File: src/lbh_pkg.sv
// Purpose : shared constants, types and helpers for the long branch when higher unit
// Assumes : one 20 MHz clock, every clock edge is one bus cycle of the core
// Notes   : flags byte is laid out S X H I N Z V C, most significant bit first

package lbh_pkg;

   // ----------------------------------------------------------------
   // clock
   // ----------------------------------------------------------------
   localparam int unsigned LBH_CLK_HZ     = 20_000_000;

   // ----------------------------------------------------------------
   // opcode and address constants
   // ----------------------------------------------------------------
   localparam logic [7:0]  LBH_PREFIX     = 8'h18;   // page prefix byte
   localparam logic [7:0]  LBH_OPCODE     = 8'h22;   // second opcode byte
   localparam logic [15:0] LBH_INSN_LEN   = 16'h0004; // prefix, opcode, two offset bytes
   localparam logic [15:0] LBH_FETCH_STEP = 16'h0002; // one program word per fetch
   localparam logic [15:0] LBH_ADDR_RST   = 16'h0000;

   // ----------------------------------------------------------------
   // flag bit positions in the condition_flags_register
   // ----------------------------------------------------------------
   localparam int unsigned LBH_FLAG_C     = 0;
   localparam int unsigned LBH_FLAG_Z     = 2;
   localparam logic [7:0]  LBH_FLAGS_RST  = 8'h00;

   // ----------------------------------------------------------------
   // execution lengths in bus cycles, index of the last cycle
   // ----------------------------------------------------------------
   localparam logic [2:0]  LBH_LAST_TAKEN = 3'h3;    // four cycles
   localparam logic [2:0]  LBH_LAST_NOT   = 3'h2;    // three cycles
   localparam logic [2:0]  LBH_IDX_RST    = 3'h0;
   localparam logic [2:0]  LBH_IDX_ONE    = 3'h1;

   // ----------------------------------------------------------------
   // types
   // ----------------------------------------------------------------
   typedef enum logic [4:0] {
      LBH_ST_IDLE = 5'h01,
      LBH_ST_PFX  = 5'h02,
      LBH_ST_OHI  = 5'h04,
      LBH_ST_OLO  = 5'h08,
      LBH_ST_EXEC = 5'h10
   } lbh_state_t;

   typedef enum logic [1:0] {
      LBH_BC_NONE = 2'h0,   // no bus cycle from this unit
      LBH_BC_FREE = 2'h1,   // internal cycle, bus free
      LBH_BC_PROG = 2'h2    // program word fetch into the queue
   } lbh_bc_t;

   typedef struct packed {
      logic        valid;
      logic [7:0]  data;
      logic [15:0] addr;    // address of this byte
   } lbh_qbyte_t;

   typedef struct packed {
      lbh_bc_t     kind;
      logic [15:0] addr;
   } lbh_bus_t;

   // ----------------------------------------------------------------
   // helpers
   // ----------------------------------------------------------------
   // target of the branch, wraps modulo 64 KiB like the program counter
   function automatic logic [15:0] lbh_target(input logic [15:0] base,
                                              input logic [15:0] offset);
      lbh_target = base + LBH_INSN_LEN + offset;
   endfunction : lbh_target

   // bus cycle pattern: taken is free,prog,prog,prog; not taken is free,prog,free
   function automatic lbh_bc_t lbh_cycle_kind(input logic       taken,
                                              input logic [2:0] idx);
      if (taken)
         lbh_cycle_kind = (idx == LBH_IDX_RST) ? LBH_BC_FREE : LBH_BC_PROG;
      else
         lbh_cycle_kind = (idx == LBH_IDX_ONE) ? LBH_BC_PROG : LBH_BC_FREE;
   endfunction : lbh_cycle_kind

endpackage : lbh_pkg

File: src/lbh_cond.sv
// Purpose : branch condition for long_branch_when_higher
// Assumes : flags come straight from the condition_flags_register, same clock
// Notes   : purely combinational, never writes any flag

`timescale 1ns/1ps
`default_nettype none

module lbh_cond
   import lbh_pkg::*;
(
   input  wire logic [7:0] flags_i,   // condition_flags_register contents
   output logic            taken_o    // high when the branch goes
);

   // ----------------------------------------------------------------
   // higher test
   // ----------------------------------------------------------------
   // after an unsigned compare, carry clear means no borrow and zero clear
   // means not equal, so together they mean register above memory, or b above a
   assign taken_o = ~(flags_i[LBH_FLAG_C] | flags_i[LBH_FLAG_Z]);

endmodule : lbh_cond

`default_nettype wire

File: src/lbh_exec.sv
// Purpose : decode and execute long_branch_when_higher with a sixteen_bit_offset
// Assumes : the queue hands bytes in program order with their addresses;
//           the flags are stable while the last offset byte is taken
// Notes   : one clock edge is one bus cycle; the unit owns the bus while busy

`timescale 1ns/1ps
`default_nettype none

// Functional notes
// - branch when carry and zero both clear
// - after unsigned compare: register above memory
// - after compare_b_with_a: b above a
// - taken: four bus cycles, refill from target
// - not taken: three cycles, continue sequentially
module lbh_exec
   import lbh_pkg::*;
(
   input  wire logic       clk,         // 20 MHz core clock
   input  wire logic       rst_b,       // asynchronous reset, active low
   input  wire lbh_qbyte_t q_byte_i,    // next instruction byte from the queue
   output logic            q_ready_o,   // unit can take a byte this cycle
   input  wire logic [7:0] flags_i,     // condition_flags_register
   output lbh_bus_t        bus_o,       // bus cycle issued this cycle
   output logic            busy_o,      // executing, bus owned
   output logic            pc_load_o,   // one-cycle pulse, load pc_value_o
   output logic [15:0]     pc_value_o,  // new program counter
   output logic            done_o,      // one-cycle pulse, instruction complete
   output logic            taken_o,     // outcome of the last instruction
   output logic            other_op_o,  // one-cycle pulse, bytes are not ours
   output logic [7:0]      flags_o      // flags to write back, unchanged
);

   // ----------------------------------------------------------------
   // state record
   // ----------------------------------------------------------------
   typedef struct packed {
      lbh_state_t  st;
      logic [15:0] base;      // address of the prefix byte
      logic [7:0]  off_hi;    // high byte of the offset
      logic [15:0] target;    // branch target
      logic [15:0] seq;       // fall-through address
      logic [15:0] fetch;     // next program word to fetch
      logic        taken;
      logic [2:0]  idx;       // bus cycle index during execution
      lbh_bus_t    bus;
      logic        pc_load;
      logic [15:0] pc_value;
      logic        done;
      logic        other;
      logic [7:0]  flags;
   } lbh_core_t;

   localparam lbh_core_t LBH_CORE_RST = '{
      st       : LBH_ST_IDLE,
      base     : LBH_ADDR_RST,
      off_hi   : 8'h00,
      target   : LBH_ADDR_RST,
      seq      : LBH_ADDR_RST,
      fetch    : LBH_ADDR_RST,
      taken    : 1'b0,
      idx      : LBH_IDX_RST,
      bus      : '{kind: LBH_BC_NONE, addr: LBH_ADDR_RST},
      pc_load  : 1'b0,
      pc_value : LBH_ADDR_RST,
      done     : 1'b0,
      other    : 1'b0,
      flags    : LBH_FLAGS_RST
   };

   lbh_core_t   core_ff;
   lbh_core_t   nxt_core;
   logic        cond_taken;
   logic        take_byte;
   logic [15:0] offset;
   logic [2:0]  last_idx;
   logic        last_cycle;
   lbh_bc_t     kind_now;

   // ----------------------------------------------------------------
   // condition evaluation
   // ----------------------------------------------------------------
   lbh_cond u_cond (
      .flags_i (flags_i),
      .taken_o (cond_taken)
   );

   // ----------------------------------------------------------------
   // handshake and derived terms
   // ----------------------------------------------------------------
   // the queue is held off while executing so no byte of the next
   // instruction is consumed before the refill is under way
   assign q_ready_o  = (core_ff.st != LBH_ST_EXEC);
   assign take_byte  = q_byte_i.valid & q_ready_o;
   assign offset     = {core_ff.off_hi, q_byte_i.data};
   assign last_idx   = core_ff.taken ? LBH_LAST_TAKEN : LBH_LAST_NOT;
   assign last_cycle = (core_ff.idx == last_idx);
   assign kind_now   = lbh_cycle_kind(core_ff.taken, core_ff.idx);

   // ----------------------------------------------------------------
   // next state
   // ----------------------------------------------------------------
   always_comb
   begin
      nxt_core          = core_ff;
      // pulses and per-cycle bus drive default to idle
      nxt_core.pc_load  = 1'b0;
      nxt_core.done     = 1'b0;
      nxt_core.other    = 1'b0;
      nxt_core.bus.kind = LBH_BC_NONE;

      unique case (core_ff.st)
         LBH_ST_IDLE:
         begin
            // a lone non-prefix byte belongs to some other decoder
            if (take_byte)
            begin
               if (q_byte_i.data == LBH_PREFIX)
               begin
                  nxt_core.base = q_byte_i.addr;
                  nxt_core.st   = LBH_ST_PFX;
               end
               else
               begin
                  nxt_core.other = 1'b1;
               end
            end
         end

         LBH_ST_PFX:
         begin
            if (take_byte)
            begin
               if (q_byte_i.data == LBH_OPCODE)
               begin
                  nxt_core.st = LBH_ST_OHI;
               end
               else
               begin
                  // another page-two opcode: hand it back
                  nxt_core.other = 1'b1;
                  nxt_core.st    = LBH_ST_IDLE;
               end
            end
         end

         LBH_ST_OHI:
         begin
            if (take_byte)
            begin
               nxt_core.off_hi = q_byte_i.data;
               nxt_core.st     = LBH_ST_OLO;
            end
         end

         LBH_ST_OLO:
         begin
            // flags are sampled with the last offset byte, the latest point
            // at which the preceding compare has surely settled them
            if (take_byte)
            begin
               nxt_core.taken  = cond_taken;
               nxt_core.target = lbh_target(core_ff.base, offset);
               nxt_core.seq    = core_ff.base + LBH_INSN_LEN;
               nxt_core.fetch  = cond_taken ? lbh_target(core_ff.base, offset)
                                            : core_ff.base + LBH_INSN_LEN;
               nxt_core.flags  = flags_i;
               nxt_core.idx    = LBH_IDX_RST;
               nxt_core.st     = LBH_ST_EXEC;
            end
         end

         LBH_ST_EXEC:
         begin
            // one bus cycle per clock: free, then program word fetches; not taken ends with a second free cycle
            nxt_core.bus.kind = kind_now;
            nxt_core.bus.addr = core_ff.fetch;
            if (kind_now == LBH_BC_PROG)
            begin
               nxt_core.fetch = core_ff.fetch + LBH_FETCH_STEP;
            end
            if (last_cycle)
            begin
               // the program counter moves only on a taken branch
               nxt_core.pc_load  = core_ff.taken;
               nxt_core.pc_value = core_ff.taken ? core_ff.target : core_ff.seq;
               nxt_core.done     = 1'b1;
               nxt_core.idx      = LBH_IDX_RST;
               nxt_core.st       = LBH_ST_IDLE;
            end
            else
            begin
               nxt_core.idx = core_ff.idx + LBH_IDX_ONE;
            end
         end
      endcase
   end

   // ----------------------------------------------------------------
   // state register
   // ----------------------------------------------------------------
   always_ff @(posedge clk or negedge rst_b)
   begin
      if (!rst_b)
         core_ff <= LBH_CORE_RST;
      else
         core_ff <= nxt_core;
   end

   // ----------------------------------------------------------------
   // outputs, all from the state register except the ready handshake
   // ----------------------------------------------------------------
   assign bus_o      = core_ff.bus;
   assign busy_o     = (core_ff.st == LBH_ST_EXEC);
   assign pc_load_o  = core_ff.pc_load;
   assign pc_value_o = core_ff.pc_value;
   assign done_o     = core_ff.done;
   assign taken_o    = core_ff.taken;
   assign other_op_o = core_ff.other;
   // flags pass back exactly as sampled; nothing in this unit alters them
   assign flags_o    = core_ff.flags;

endmodule : lbh_exec

`default_nettype wire

File: config.mk
export PLATFORM = sky130hd
export DESIGN_NAME = lbh_exec
export DESIGN_NICKNAME = d
export VERILOG_FILES = /design/src/lbh_pkg.sv /design/src/lbh_cond.sv /design/src/lbh_exec.sv
export SDC_FILE = /design/constraint.sdc
export NUM_CORES = 1
export LEC_CHECK = 0
export ABC_AREA = 1
export BUFFER_PORTS_ARGS = -buffer_cell sky130_fd_sc_hd__buf_2
export CORE_MARGIN = 10
export CORE_UTILIZATION = 45
export DETAILED_ROUTE_END_ITERATION = 8
export PLACE_DENSITY = 0.65
export SLEW_MARGIN = 25
export SYNTH_ARGS = -nofsm -noshare
export SYNTH_HDL_FRONTEND = slang
export SYNTH_HIERARCHICAL = 1
export SYNTH_SLANG_ARGS = --single-unit
File: constraint.sdc
create_clock -name clk -period 4.6 [get_ports clk]
set_input_delay 0.46 -clock clk [delete_from_list [all_inputs] [get_ports clk]]
set_output_delay 0.46 -clock clk [all_outputs]
set_load 0.02 [all_outputs]
### Yosys cells after proc, flatten, opt, wreduce, memory -nomap -nowiden

Cells that the tools add are included.

| word-level totals | value |
|---|---|
| output and inout bits | 48 |
| logic and storage cells | 75 |
| input bits | 35 |
| flip-flop bits (word level) | 126 |

| operators by class | value |
|---|---|
| multiplexer cells | 26 |
| add/sub/neg operators | 4 |
| equal/unequal tests | 18 |
| reductions and logical operators | 9 |
| bitwise gates (word level) | 3 |

Operator list:

| operator | count |
|---|---|
| $mux W16 | 3 |
| $mux W21 | 2 |
| $mux W36 | 1 |
| $pmux W16 S2 | 1 |
| $pmux W5 S5 | 1 |
| $mux W20 | 1 |
| $mux W5 | 4 |
| $mux W18 | 1 |
| $add A16 B16 Y16 | 1 |
| $add A16 B2 Y16 const B | 1 |
| $add A16 B3 Y16 const B | 1 |
| $ne A2 B2 Y1 const B | 5 |
| $eq A8 B5 Y1 const B | 1 |
| $eq A8 B6 Y1 const B | 1 |
| $reduce_and A2 Y1 | 4 |
| $mux W2 | 3 |
| $mux W3 | 2 |
| $pmux W3 S2 | 1 |
| $reduce_and A3 Y1 | 2 |
| $reduce_and A6 Y1 | 1 |
| $eq A5 B1 Y1 const B | 1 |
| $eq A5 B2 Y1 const B | 1 |
| $eq A5 B3 Y1 const B | 1 |
| $eq A5 B4 Y1 const B | 1 |
| 14 further kinds | 19 |

### Longest topological paths before layout

Gate-level depths: netlist of the first run.

| logic depth | value |
|---|---|
| word-level depth | 6 |
| depth in mapped cells | 20 |
| mapped depth without buffers | 20 |

### Cells and area by module

Netlist of the first run, hierarchy kept.

Modules (own cells, without submodules):

| module | times used | seq. area each (um^2) | cells each | area an instance (um^2) |
|---|---|---|---|---|
| lbh_exec | 1 | 3154.3 | 882 | 6952.9 |
| lbh_cond | 1 | 0.0 | 1 | 3.8 |

### Worst setup path before layout of the first run

OpenSTA, ideal clock, no wires.

| timing | value |
|---|---|
| kind | register to register |
| from | register core_ff[107] (netlist bit) |
| to | register core_ff[62] (netlist bit) |
| buffers on the path | 0 |
| stages on the path, launching flop included | 19 |
| data arrival time | 2.277 ns |
| setup slack | 2.201 ns |
| setup time | 0.122 ns |
| clock period less this slack | 2.399 ns |
| data required time | 4.478 ns |
| path through | dfrtp_1 ha_1 nand2_1 nor2_1 nand2_1 nor2_1 nand2_1 xor2_1 inv_1 ha_1 nand2_1 nand2_1 o21bai_1 a21oi_1 nand2_1 nand2_1 nand3_1 nand2_1 a21oi_1 |

| between the ends | value |
|---|---|
| longest elaborated chain between the ends | 5 |

RTL lines:

| element | RTL line | text |
|---|---|---|
| from (decl) | lbh_exec.sv:70 | `lbh_core_t core_ff;` |
| from (signal assigned) | lbh_exec.sv:206 | `core_ff <= nxt_core;` |
| $add A16 B3 Y16 (*) | lbh_pkg.sv:70, lbh_exec.sv:165 |  |
| $add A16 B16 Y16 | lbh_pkg.sv:70 | `lbh_target = base + LBH_INSN_LEN + offset;` |
| $mux W16 (*) | lbh_exec.sv:164 | `nxt_core.fetch = cond_taken ? lbh_target(core_ff.base, offset)` |
| $mux W20 (*) | lbh_exec.sv:159 | `if (take_byte)` |
| $pmux W16 S2 (*) | lbh_exec.sv:111 | `unique case (core_ff.st)` |

Mark *: on every way between the ends. The rest lies on a longest branch, timed or not. The select of a mux whose other input is x is not followed.
A chain may end at the register's enable or synchronous reset.

### Worst setup path after layout of the first run

| timing | value |
|---|---|
| from | register core_ff[107] (netlist bit) |
| to | register core_ff[64] (netlist bit) |

Same word-level chain as after synthesis.

==> out/qor.yml, run 1 <==
cp-end-kind: "register"
setup_viol: 0
cts_tree: "done"
wirelength_um: 17900
cts_resized: 0
die_h_um: 144
seq_area_frac_synth: 0.453
dp_hpwl_um: 13200
timing.critical_path.from: "core_ff[107]"
fin_nets: 974
grt_pass1_wl_um: 29500
clk_pin_slew_ns: 0.06
status: "finished, final reports clean"
drive_gt1_frac: 0.156
cts_setup_buffers: 0
start_util: 0.458
finalPower_w: 0.00279
synthCells: 883
avgSynthCellArea_um2: 7.88
synth_nets: 941
yosysWarnings: 6
die_w_um: 144
synthFlopType: "dfrtp_1"
cts_sinks: 126
irDropWorstVdd_mv: 0.263
rsz0062_at_grt: "no"
portBuffers: 82
vias: 5674
syn_area_mm2: 0.00696
reg2reg_from: "core_ff[107]"
wire_per_inst_um: 16.0
core_area_mm2: 0.0152
gp_congestion: 0.964
clockBufferDepth: 2
route.detailed.drc: 0
total_leakage_power_nw: 4.08
via_per_inst: 5.08
antenna_found_initial: 0
ys_async_sr_fraction: 1.00
grt_max_degree: 127
finalHoldViolCount: 0
grt_pass1_vias: 5557
p_per_area_mw_per_mm2: 357
tns_ns: 0
cp_max_fo: 4
synth.distinct_cells: 38
num_io_pins: 83
ys_ff_latch: 126
antenna_left: 0
cts_inserted_buffers: 17
required_ns: 4.95
fin_crit_sh: 0.632
area_growth_pct: 12.2
drt-initial-drc-count: 500
std_cell_rows: 45
cts_max_level: 4
tightest_slew_ns: 0.851
grt-ovfl-total: 0
slew_headroom: 0.433
min_path_type: "primary input to async pin"
die_area_mm2: 0.0208
clock.fmax_ghz: 0.344
grt_usage: 0.181
fin_crit_ns: 2.91
crit_type: "register to register"
skew_ns: 0.00738
cts_root_buffer: "clkbuf_16"
n_fill_cell: 1456
postCtsHoldBufs: 0
dr.pass1.iters: 5
startpoint_type: "register"
r2r_slack_ns: 1.69
clk_latency_ns: 0.43
worstPathArrival_ns: 3.26
synth_edf_count: 0
r2r_cells: 17
antenna_cells: 0
r2r-end: "core_ff[64]"
maxSlewViolCount: 0
max_cap_violations: 0
-- through the flow --
step | setup WS [ns] | instance area [µm²] | instances | hold slack (ns) | util
CTS | 1.75 | 7800 | 1117 | 0.168 | 0.513
global placement | 1.81 | 7190 | 1085 | 0.451 | 0.473
detailed placement | 1.76 | 7200 | 1085 | 0.454 | 0.473
global route | 1.38 | 7800 | 1117 | 0.202 | 0.513
finish | 1.69 | 7800 | 1117 | 0.117 | 0.513
floorplan | 2.20 | 6960 | 883 | 0.164 | -
-- per-layer routing --
metal  wire [µm]  global-route usage  part of all wire
met5           0                   0                 0
met4         303              0.0585             0.017
met3         993              0.0420             0.055
met2        7780               0.265              0.43
met1        8820               0.259              0.49
-- synthesized netlist by cell type, types with 2 or more instances --
library cell	count	area share
a21oi_1	51	0.037
a22oi_1	4	0.0043
a31oi_1	25	0.022
buf_2	16	0.012
buf_4	44	0.047
clkbuf_1	11	0.0059
dfrtp_1	125	0.45
ha_1	22	0.040
inv_1	78	0.042
inv_2	3	0.0016
mux2_2	9	0.015
nand2_1	251	0.14
nand3_1	30	0.022
nand4_1	9	0.0081
nor2_1	84	0.045
nor2_2	6	0.0054
nor2_4	3	0.0049
nor3_1	7	0.0050
o211ai_1	3	0.0032
o21a_1	2	0.0022
o21ai_0	63	0.045
o21ai_1	3	0.0022
o22ai_1	2	0.0018
or2_2	2	0.0018
xnor2_1	9	0.011
xor2_1	9	0.011
-- cell type report --
type                    count  area, µm²  share of cell area
flip-flops and latches    126       3150               0.404
multi-input cells         604       3050               0.391
repair buffers             86        455              0.0584
clock buffers              19        443              0.0567
inverters                  81        304              0.0390
well taps                 188        235              0.0301
clock inverters            13        165              0.0212
-- registers in the layout, indices dropped and copies added (netlist names) --
signal,cells
core_ff,80
pc_load_o,1
taken_o,1
bus_o,18
done_o,1
other_op_o,1
pc_value_o,16
flags_o,8
-- power breakdown --
part	switching, W	internal (W)
Clock	0.000514	0.000867
Combinational	0.000164	0.0000796
Sequential	0.0000218	0.00114
-- placed cells by master, fill, tap and decap left out, types with 17 or more instances in the layout --
cell,netlist,final
nand2_1,251,251
dfrtp_1,125,125
nor2_1,84,84
buf_2,16,81
inv_1,78,78
o21ai_0,63,63
a21oi_1,51,51
nand3_1,30,30
a31oi_1,25,25
ha_1,22,22
clkbuf_16,0,17
-- cell families (layout without fill, tap and decap cells) --
| group | after synthesis | count (layout) | share of synthesized area |
|---|---|---|---|
| AO/OA/AOI/OAI | 155 | 155 | 0.121 |
| XOR/XNOR | 18 | 18 | 0.0227 |
| adder cells (fa/ha/maj) | 23 | 23 | 0.0424 |
| buffers and inverters | 153 | 199 | 0.109 |
| flip-flops | 126 | 126 | 0.453 |
| multiplexers | 9 | 9 | 0.0146 |
| AND/OR/NAND/NOR | 399 | 399 | 0.237 |
-- worst max path at each step --
stage | to | slack [ns] | depth (start not counted)
3_5_place_dp | core_ff[64] | 1.76 | 15
4_1_cts | core_ff[64] | 1.75 | 15
2_1_floorplan | core_ff[62] | 2.20 | 18
3_3_place_gp | core_ff[61] | 1.81 | 17
5_1_grt | core_ff[64] | 1.38 | 18
6_report | core_ff[64] | 1.69 | 17
-- worst max-delay path, cell delays in order (launching register included) --
cell and delay (ns):
dfrtp_1 0.39, ha_1 0.20, nand2_1 0.06, nor2_1 0.23
nand2_1 0.11, nor2_1 0.14, nand2_1 0.08, xor2_1 0.31
inv_1 0.12, ha_1 0.32, nand2_1 0.11, nor3_1 0.30
nand2_1 0.09, nand3_1 0.07, nand2_1 0.07, nand3_1 0.08
nand2_1 0.05, a21oi_1 0.11
Note: power is estimated with default switching activity, not from simulation.
==> run 2: changes to the inputs <==
- ABC_AREA: 1 -> 0
- clock period: 4.6 -> 2.8 ns (I/O delays scaled with it)
==> out/qor.yml, run 2 <==
clockBufferDepth: 2  # unchanged
num_io_pins: 83  # unchanged
cts_sinks: 126  # unchanged
core_area_mm2: 0.0150  # was 0.0152 mm²
grt_pass1_wl_um: 28300  # was 29,500 µm
via_per_inst: 5.47  # was 5.08
die_h_um: 143  # was 144 µm
portBuffers: 82  # unchanged
fin_nets: 814  # was 974
status: "finished, final reports clean"  # unchanged
synth_area_leaders: "dfrtp_1 46%, mux2_2 8.7%, nand2_1 5.9%"  # was dfrtp_1 45%, nand2_1 14%, buf_4 4.7%
setup_viol: 0  # unchanged
p_per_area_mw_per_mm2: 647  # was 357 mW/mm²
synth.largest_area_cell: "dfrtp_1"  # unchanged
area_growth_pct: 18.2  # was 12.2%
clock.fmax_ghz: 0.369  # was 0.344 GHz
synth.most_common_cell: "dfrtp_1"  # was nand2_1
layout.cells.non_filler: 956  # was 1,117
vias: 5227  # was 5,674
die_area_mm2: 0.0205  # was 0.0208 mm²
cts_tree: "done"  # unchanged
largest_register_ffs: 80  # unchanged
yosys-top-cells-count: "125 x dfrtp_1, 107 x nand2_1, 57 x o21ai_0"  # was 251 x nand2_1, 125 x dfrtp_1, 84 x nor2_1
wirelength_um: 17500  # was 17,900 µm
yosysWarnings: 6  # unchanged
synth_top_area_share: 0.457  # was 0.450
antenna_found_initial: 0  # unchanged
dp_worst_setup_slack_ns: -0.0164  # was 1.76 ns
tightest_slew_ns: 0.794  # was 0.851 ns
wire_per_inst_um: 18.3  # was 16.0 µm
irDropWorstVdd_mv: 0.397  # was 0.263 mV
grt-ovfl-total: 0  # unchanged
finalHoldViolCount: 0  # unchanged
start_util: 0.455  # was 0.458
drt-initial-drc-count: 404  # was 500
fin_crit_sh: 0.969  # was 0.632
synth_edf_count: 0  # unchanged
final_cell_mix: "123 x dfrtp_1, 107 x nand2_1, 81 x buf_2"  # was 251 x nand2_1, 125 x dfrtp_1, 84 x nor2_1
cts_root_buffer: "clkbuf_16"  # unchanged
antenna_cells: 0  # unchanged
gp_congestion: 0.935  # was 0.964
dp_hpwl_um: 13200  # about the same
skew_ns: 0.00746  # was 0.00738 ns
die_w_um: 143  # was 144 µm
layout_commonest_cell: "dfrtp_1"  # was nand2_1
seq_area_frac_synth: 0.461  # was 0.453
synthCells: 685  # was 883
rsz0062_at_grt: "yes"  # was no
fin_crit_ns: 2.71  # was 2.91 ns
route.detailed.drc: 0  # unchanged
clk_latency_ns: 0.43  # about the same
whs_ns: 0.0778  # was 0.117 ns
worstPathArrival_ns: 3.02  # was 3.26 ns
synth_nets: 743  # was 941
max_cap_violations: 0  # unchanged
ys_async_sr_fraction: 1.00  # unchanged
startpoint_type: "register"  # unchanged
slew_headroom: 0.470  # was 0.433
cts_inserted_buffers: 17  # unchanged
placed_cells: 922  # was 1,085
maxSlewViolCount: 0  # unchanged
grt_usage: 0.177  # was 0.181
synth.distinct_cells: 60  # was 38
drive_gt1_frac: 0.305  # was 0.156
antenna_left: 0  # unchanged
top_register: "core_ff"  # unchanged
setup_ws_ns: 0.0872  # was 1.69 ns
total_leakage_power_nw: 4.05  # was 4.08 nW
grt_max_degree: 58  # was 127
crit_type: "register to register"  # unchanged
std_cell_rows: 45  # unchanged
grt_pass1_vias: 5283  # was 5,557
cp-end-kind: "register"  # unchanged
cp_max_fo: 4  # unchanged
min_path_type: "primary input to register"  # was primary input to async pin
required_ns: 3.11  # was 4.95 ns
clk_pin_slew_ns: 0.06  # about the same
ys_ff_latch: 126  # unchanged
synthFlopType: "dfrtp_1"  # unchanged
dr.pass1.iters: 5  # unchanged
syn_area_mm2: 0.00684  # was 0.00696 mm²
cts_max_level: 4  # unchanged
avgSynthCellArea_um2: 9.98  # was 7.88 µm²
run 2: cell count changes in the layout (fill, tap and decap cells not counted), moves of 6 or more:
| cell | change |
|---|---|
| nand2_1 | -144 |
| mux2_2 | +44 |
| o21ai_0 | -9 |
| mux2i_1 | +18 |
| a211oi_1 | +6 |
| a21oi_1 | -30 |
| a31oi_1 | -23 |
| nor2_1 | -57 |
| nand3_1 | -13 |
| a221o_1 | +6 |
| buf_4 | +37 |
| inv_1 | -63 |
run 2: worst paths after layout:
check                           cells after the start  slack (ns)          from             to
min in group asynchronous                           2        0.45         rst_b       bus_o[9]
worst min-delay path                                3        0.08   q_byte_i[2]   core_ff[107]
worst min register to register                      2        0.46      bus_o[4]       bus_o[4]
worst max register to register                      9        0.09  core_ff[108]    core_ff[62]
worst max-delay path                                9        0.09  core_ff[108]    core_ff[62]
max in group asynchronous                           3        1.56         rst_b  pc_value_o[8]
run 2: what timing repair did:
action / 4_1_cts / 5_1_grt
hold buffers: 1 / 0
cloned: 0 / 0
pin swaps: 1 / 6
endpoints found under the setup margin: 5 / 16
setup buffers: 0 / 2
resized for setup: 2 / 23
hold endpoints to repair: 48 / 0
run 2: layout make-up:
type,count,area (µm²)
Tap cell,188,235
Inverter,16,60.1
Multi-Input combinational cell,470,3260
Timing Repair Buffer,125,763
Clock buffer,21,470
Clock inverter,10,136
Fill cell,1324,6950
Sequential cell,126,3160
run 2: per-stage QoR:
| stage | total power, W | utilization | setup TNS [ns] | instance area (µm²) |
|---|---|---|---|---|
| 2_1_floorplan | 0.00274 | - | 0 | 6840 |
| 3_3_place_gp | 0.00295 | 0.488 | 0 | 7340 |
| 3_5_place_dp | 0.00298 | 0.488 | -0.0525 | 7340 |
| 4_1_cts | 0.00526 | 0.530 | 0 | 7970 |
| 5_1_grt | 0.00546 | 0.538 | -0.0517 | 8090 |
| 6_report | 0.00523 | 0.538 | 0 | 8090 |
run 2: cells by family after synthesis:
kind of cell | share of synthesized area
compound gates | 0.121
xor+xnor | 0.0397
fa+ha+maj | 0.0432
buf+inv | 0.0774
flops | 0.461
mux | 0.114
simple gates | 0.144
run 2: report_power, final:
group          switching [W]  internal (W)
logic               0.000511      0.000333
clock network       0.000814       0.00146
registers           0.000134       0.00197
run 2: worst max-delay path: stages (launching register included):
cell and delay, ns:
dfrtp_1 0.42, ha_4 0.19, xor2_1 0.17, ha_1 0.37, nand2_1 0.10, o31a_1 0.36
a211oi_2 0.35, o21ai_0 0.17, xnor2_1 0.16, a221o_1 0.31
run 2: layer usage:
layer,global-route usage,vias to the layer above,wire length [µm]
met5,0,-,0
met3,0.0501,26,1100
li1,-,2509,-
met4,0.0672,0,347
met2,0.291,148,8460
met1,0.216,2544,7620
==> run 3: changes to the inputs <==
- MAX_ROUTING_LAYER: not set -> met4
- PLACE_DENSITY: 0.65 -> not set
==> out/qor.yml, run 3 (same netlist as run 2, synthesis figures left out) <==
layout_commonest_cell: "dfrtp_1"  # unchanged
die_w_um: 143  # unchanged
gp_congestion: 0.952  # was 0.935
clk_pin_slew_ns: 0.06  # about the same
setup_viol: 0  # unchanged
startpoint_type: "register"  # unchanged
std_cell_rows: 45  # unchanged
cts_tree: "done"  # unchanged
antenna_cells: 0  # unchanged
die_area_mm2: 0.0205  # unchanged
maxSlewViolCount: 0  # unchanged
cts_inserted_buffers: 17  # unchanged
fin_util: 0.551  # was 0.538
grt_pass1_wl_um: 28300  # about the same
cts_max_level: 4  # unchanged
largest_register_ffs: 80  # unchanged
core_area_mm2: 0.0150  # unchanged
area_growth_pct: 21.1  # was 18.2%
clk_latency_ns: 0.42  # was 0.43 ns
netSwitchingFraction: 0.279  # about the same
required_ns: 3.10  # was 3.11 ns
cts_root_buffer: "clkbuf_16"  # unchanged
grt_pass1_vias: 5195  # was 5,283
portBuffers: 82  # unchanged
clockBufferDepth: 2  # unchanged
cp_cell_sequence: "buf_4 -> nand3_1 -> xnor2_1 -> ha_1 -> o21a_1 -> o211ai_1 -> buf_4 -> a211oi_4 -> o21ai_1 -> xnor2_1 -> a221o_1"  # was ha_4 -> xor2_1 -> ha_1 -> nand2_1 -> o31a_1 -> a211oi_2 -> o21ai_0 -> xnor2_1 -> a221o_1
die_h_um: 143  # unchanged
crit_type: "register to register"  # unchanged
skew_ns: 0.00678  # was 0.00746 ns
min_path_type: "primary input to register"  # unchanged
fin_nets: 820  # was 814
grt-ovfl-total: 0  # unchanged
route.detailed.drc: 0  # unchanged
worstPathArrival_ns: 3.06  # was 3.02 ns
start_util: 0.455  # unchanged
clock.fmax_ghz: 0.363  # was 0.369 GHz
wirelength_um: 17500  # about the same
status: "finished, final reports clean"  # unchanged
crit_family: "compound AO/OA/AOI/OAI gates"  # unchanged
cp_max_fo: 5  # was 4
antenna_found_initial: 0  # unchanged
p_comb_frac: 0.164  # was 0.161
intPower_w: 0.00374  # was 0.00377 W
fin_crit_sh: 0.985  # was 0.969
vias: 5241  # was 5,227
antenna_left: 0  # unchanged
finalHoldViolCount: 0  # unchanged
via_per_inst: 5.44  # was 5.47
cp-end-kind: "register"  # unchanged
use_met3: 0.0379  # was 0.0501
max_cap_violations: 0  # unchanged
placed_area_mm2: 0.00738  # was 0.00734 mm²
final_area_mm2: 0.00828  # was 0.00809 mm²
seqPwrFrac: 0.407  # was 0.403
grt_busiest_layer: "met2"  # unchanged
slew_headroom: 0.452  # was 0.470
grt_use_met2: 0.282  # was 0.291
dr.pass1.iters: 4  # was 5
fin_crit_ns: 2.76  # was 2.71 ns
num_io_pins: 83  # unchanged
pwr-share-clk: 0.429  # was 0.435
cts_sinks: 126  # unchanged
p_switching_w: 0.00145  # was 0.00146 W
drt-initial-drc-count: 287  # was 404
grt_usage: 0.180  # was 0.177
top_register: "core_ff"  # unchanged
total_leakage_power_nw: 4.09  # was 4.05 nW
dp_hpwl_um: 13300  # was 13,200 µm
rsz0062_at_grt: "yes"  # unchanged
drive_gt1_frac: 0.324  # was 0.305
cpPeakStageDelay_ns: 0.41  # was 0.42 ns
grt_use_met1: 0.223  # was 0.216
grt_max_degree: 58  # unchanged
cpMaxStageDelayCell: "dfrtp_1"  # unchanged
irDropWorstVdd_mv: 0.367  # was 0.397 mV
wire_per_inst_um: 18.2  # was 18.3 µm
crit_buf_inv: 2  # was 0
p_per_area_mw_per_mm2: 627  # was 647 mW/mm²
tightest_slew_ns: 0.820  # was 0.794 ns
final_cell_mix: "124 x dfrtp_1, 107 x nand2_1, 81 x buf_2"  # was 123 x dfrtp_1, 107 x nand2_1, 81 x buf_2
==> run 3: cell types whose count changed in the layout (fill, tap and decap cells not counted), moves of 2 or more <==
cell        previous run  this run
a21oi_1               21        18
a21oi_2                2         4
buf_12                 2         4
buf_4                 41        44
clkbuf_8               3         5
clkinv_4               2         0
clkinvlp_4             0         4
ha_1                  18        15
ha_2                   2         0
ha_4                   2         7
o21ai_1                4         6
xor2_1                12        10
xor2_2                 3         5
==> run 3: through the flow <==
step / total power [W] / worst slack, ns / instances / hold slack, ns / TNS, ns
after floorplan: 0.00274 / 0.173 / 685 / -0.0156 / 0
after detailed placement: 0.00298 / -0.0410 / 924 / 0.379 / -0.0689
after global placement: 0.00295 / 0.0688 / 924 / 0.354 / 0
after CTS: 0.00521 / 0.0126 / 957 / 0.0613 / 0
after global routing: 0.00542 / -0.0445 / 963 / 0.0823 / -0.149
final: 0.00519 / 0.0421 / 963 / 0.0809 / 0
==> run 3: final timing paths <==
path                              start            to  slack [ns]  cells after the start
setup / recovery           core_ff[108]   core_ff[62]        0.04                     11
setup reg to reg           core_ff[108]   core_ff[62]        0.04                     11
max in group asynchronous         rst_b  core_ff[121]        1.60                      3
min in group asynchronous         rst_b  core_ff[105]        0.44                      2
hold / removal              q_byte_i[2]  core_ff[107]        0.08                      3
hold reg to reg                bus_o[2]      bus_o[2]        0.47                      2
==> run 3: area by class of cell <==
class | count | area (µm²)
clock buffers | 23 | 498
clock inverters | 9 | 106
fillers | 1344 | 6750
inverters | 16 | 63.8
multi-input cells | 470 | 3380
flip-flops and latches | 126 | 3160
well taps | 188 | 235
repair buffers | 131 | 837
==> run 3: power groups by stage <==
stage	clock, W	sequential, W	combinational [W]
floorplan	0	0.00210	0.000642
global placement	0	0.00213	0.000821
detailed placement	0	0.00214	0.000834
CTS	0.00227	0.00211	0.000839
global route	0.00235	0.00214	0.000938
finish	0.00223	0.00211	0.000849
==> run 3: layer usage <==
metal	part of all wire	up-vias
met5	0	-
met4	0.025	0
met3	0.043	27
met2	0.47	117
met1	0.46	2577
li1	-	2520
==> run 3: worst register-to-register path, cell delays in order (launching register included) <==
cell	delay [ns]
dfrtp_1	0.41
buf_4	0.14
nand3_1	0.09
xnor2_1	0.27
ha_1	0.32
o21a_1	0.20
o211ai_1	0.11
buf_4	0.16
a211oi_4	0.30
o21ai_1	0.12
xnor2_1	0.18
a221o_1	0.34
==> run 3: what timing repair did <==
action                                  4_1_cts  5_1_grt
hold endpoints to repair                     51        0
hold buffers                                  1        0
pin swaps                                     0       13
gates cloned                                  0        0
buffers inserted                              0        6
endpoints found under the setup margin        4       18
resized for setup                             3       40
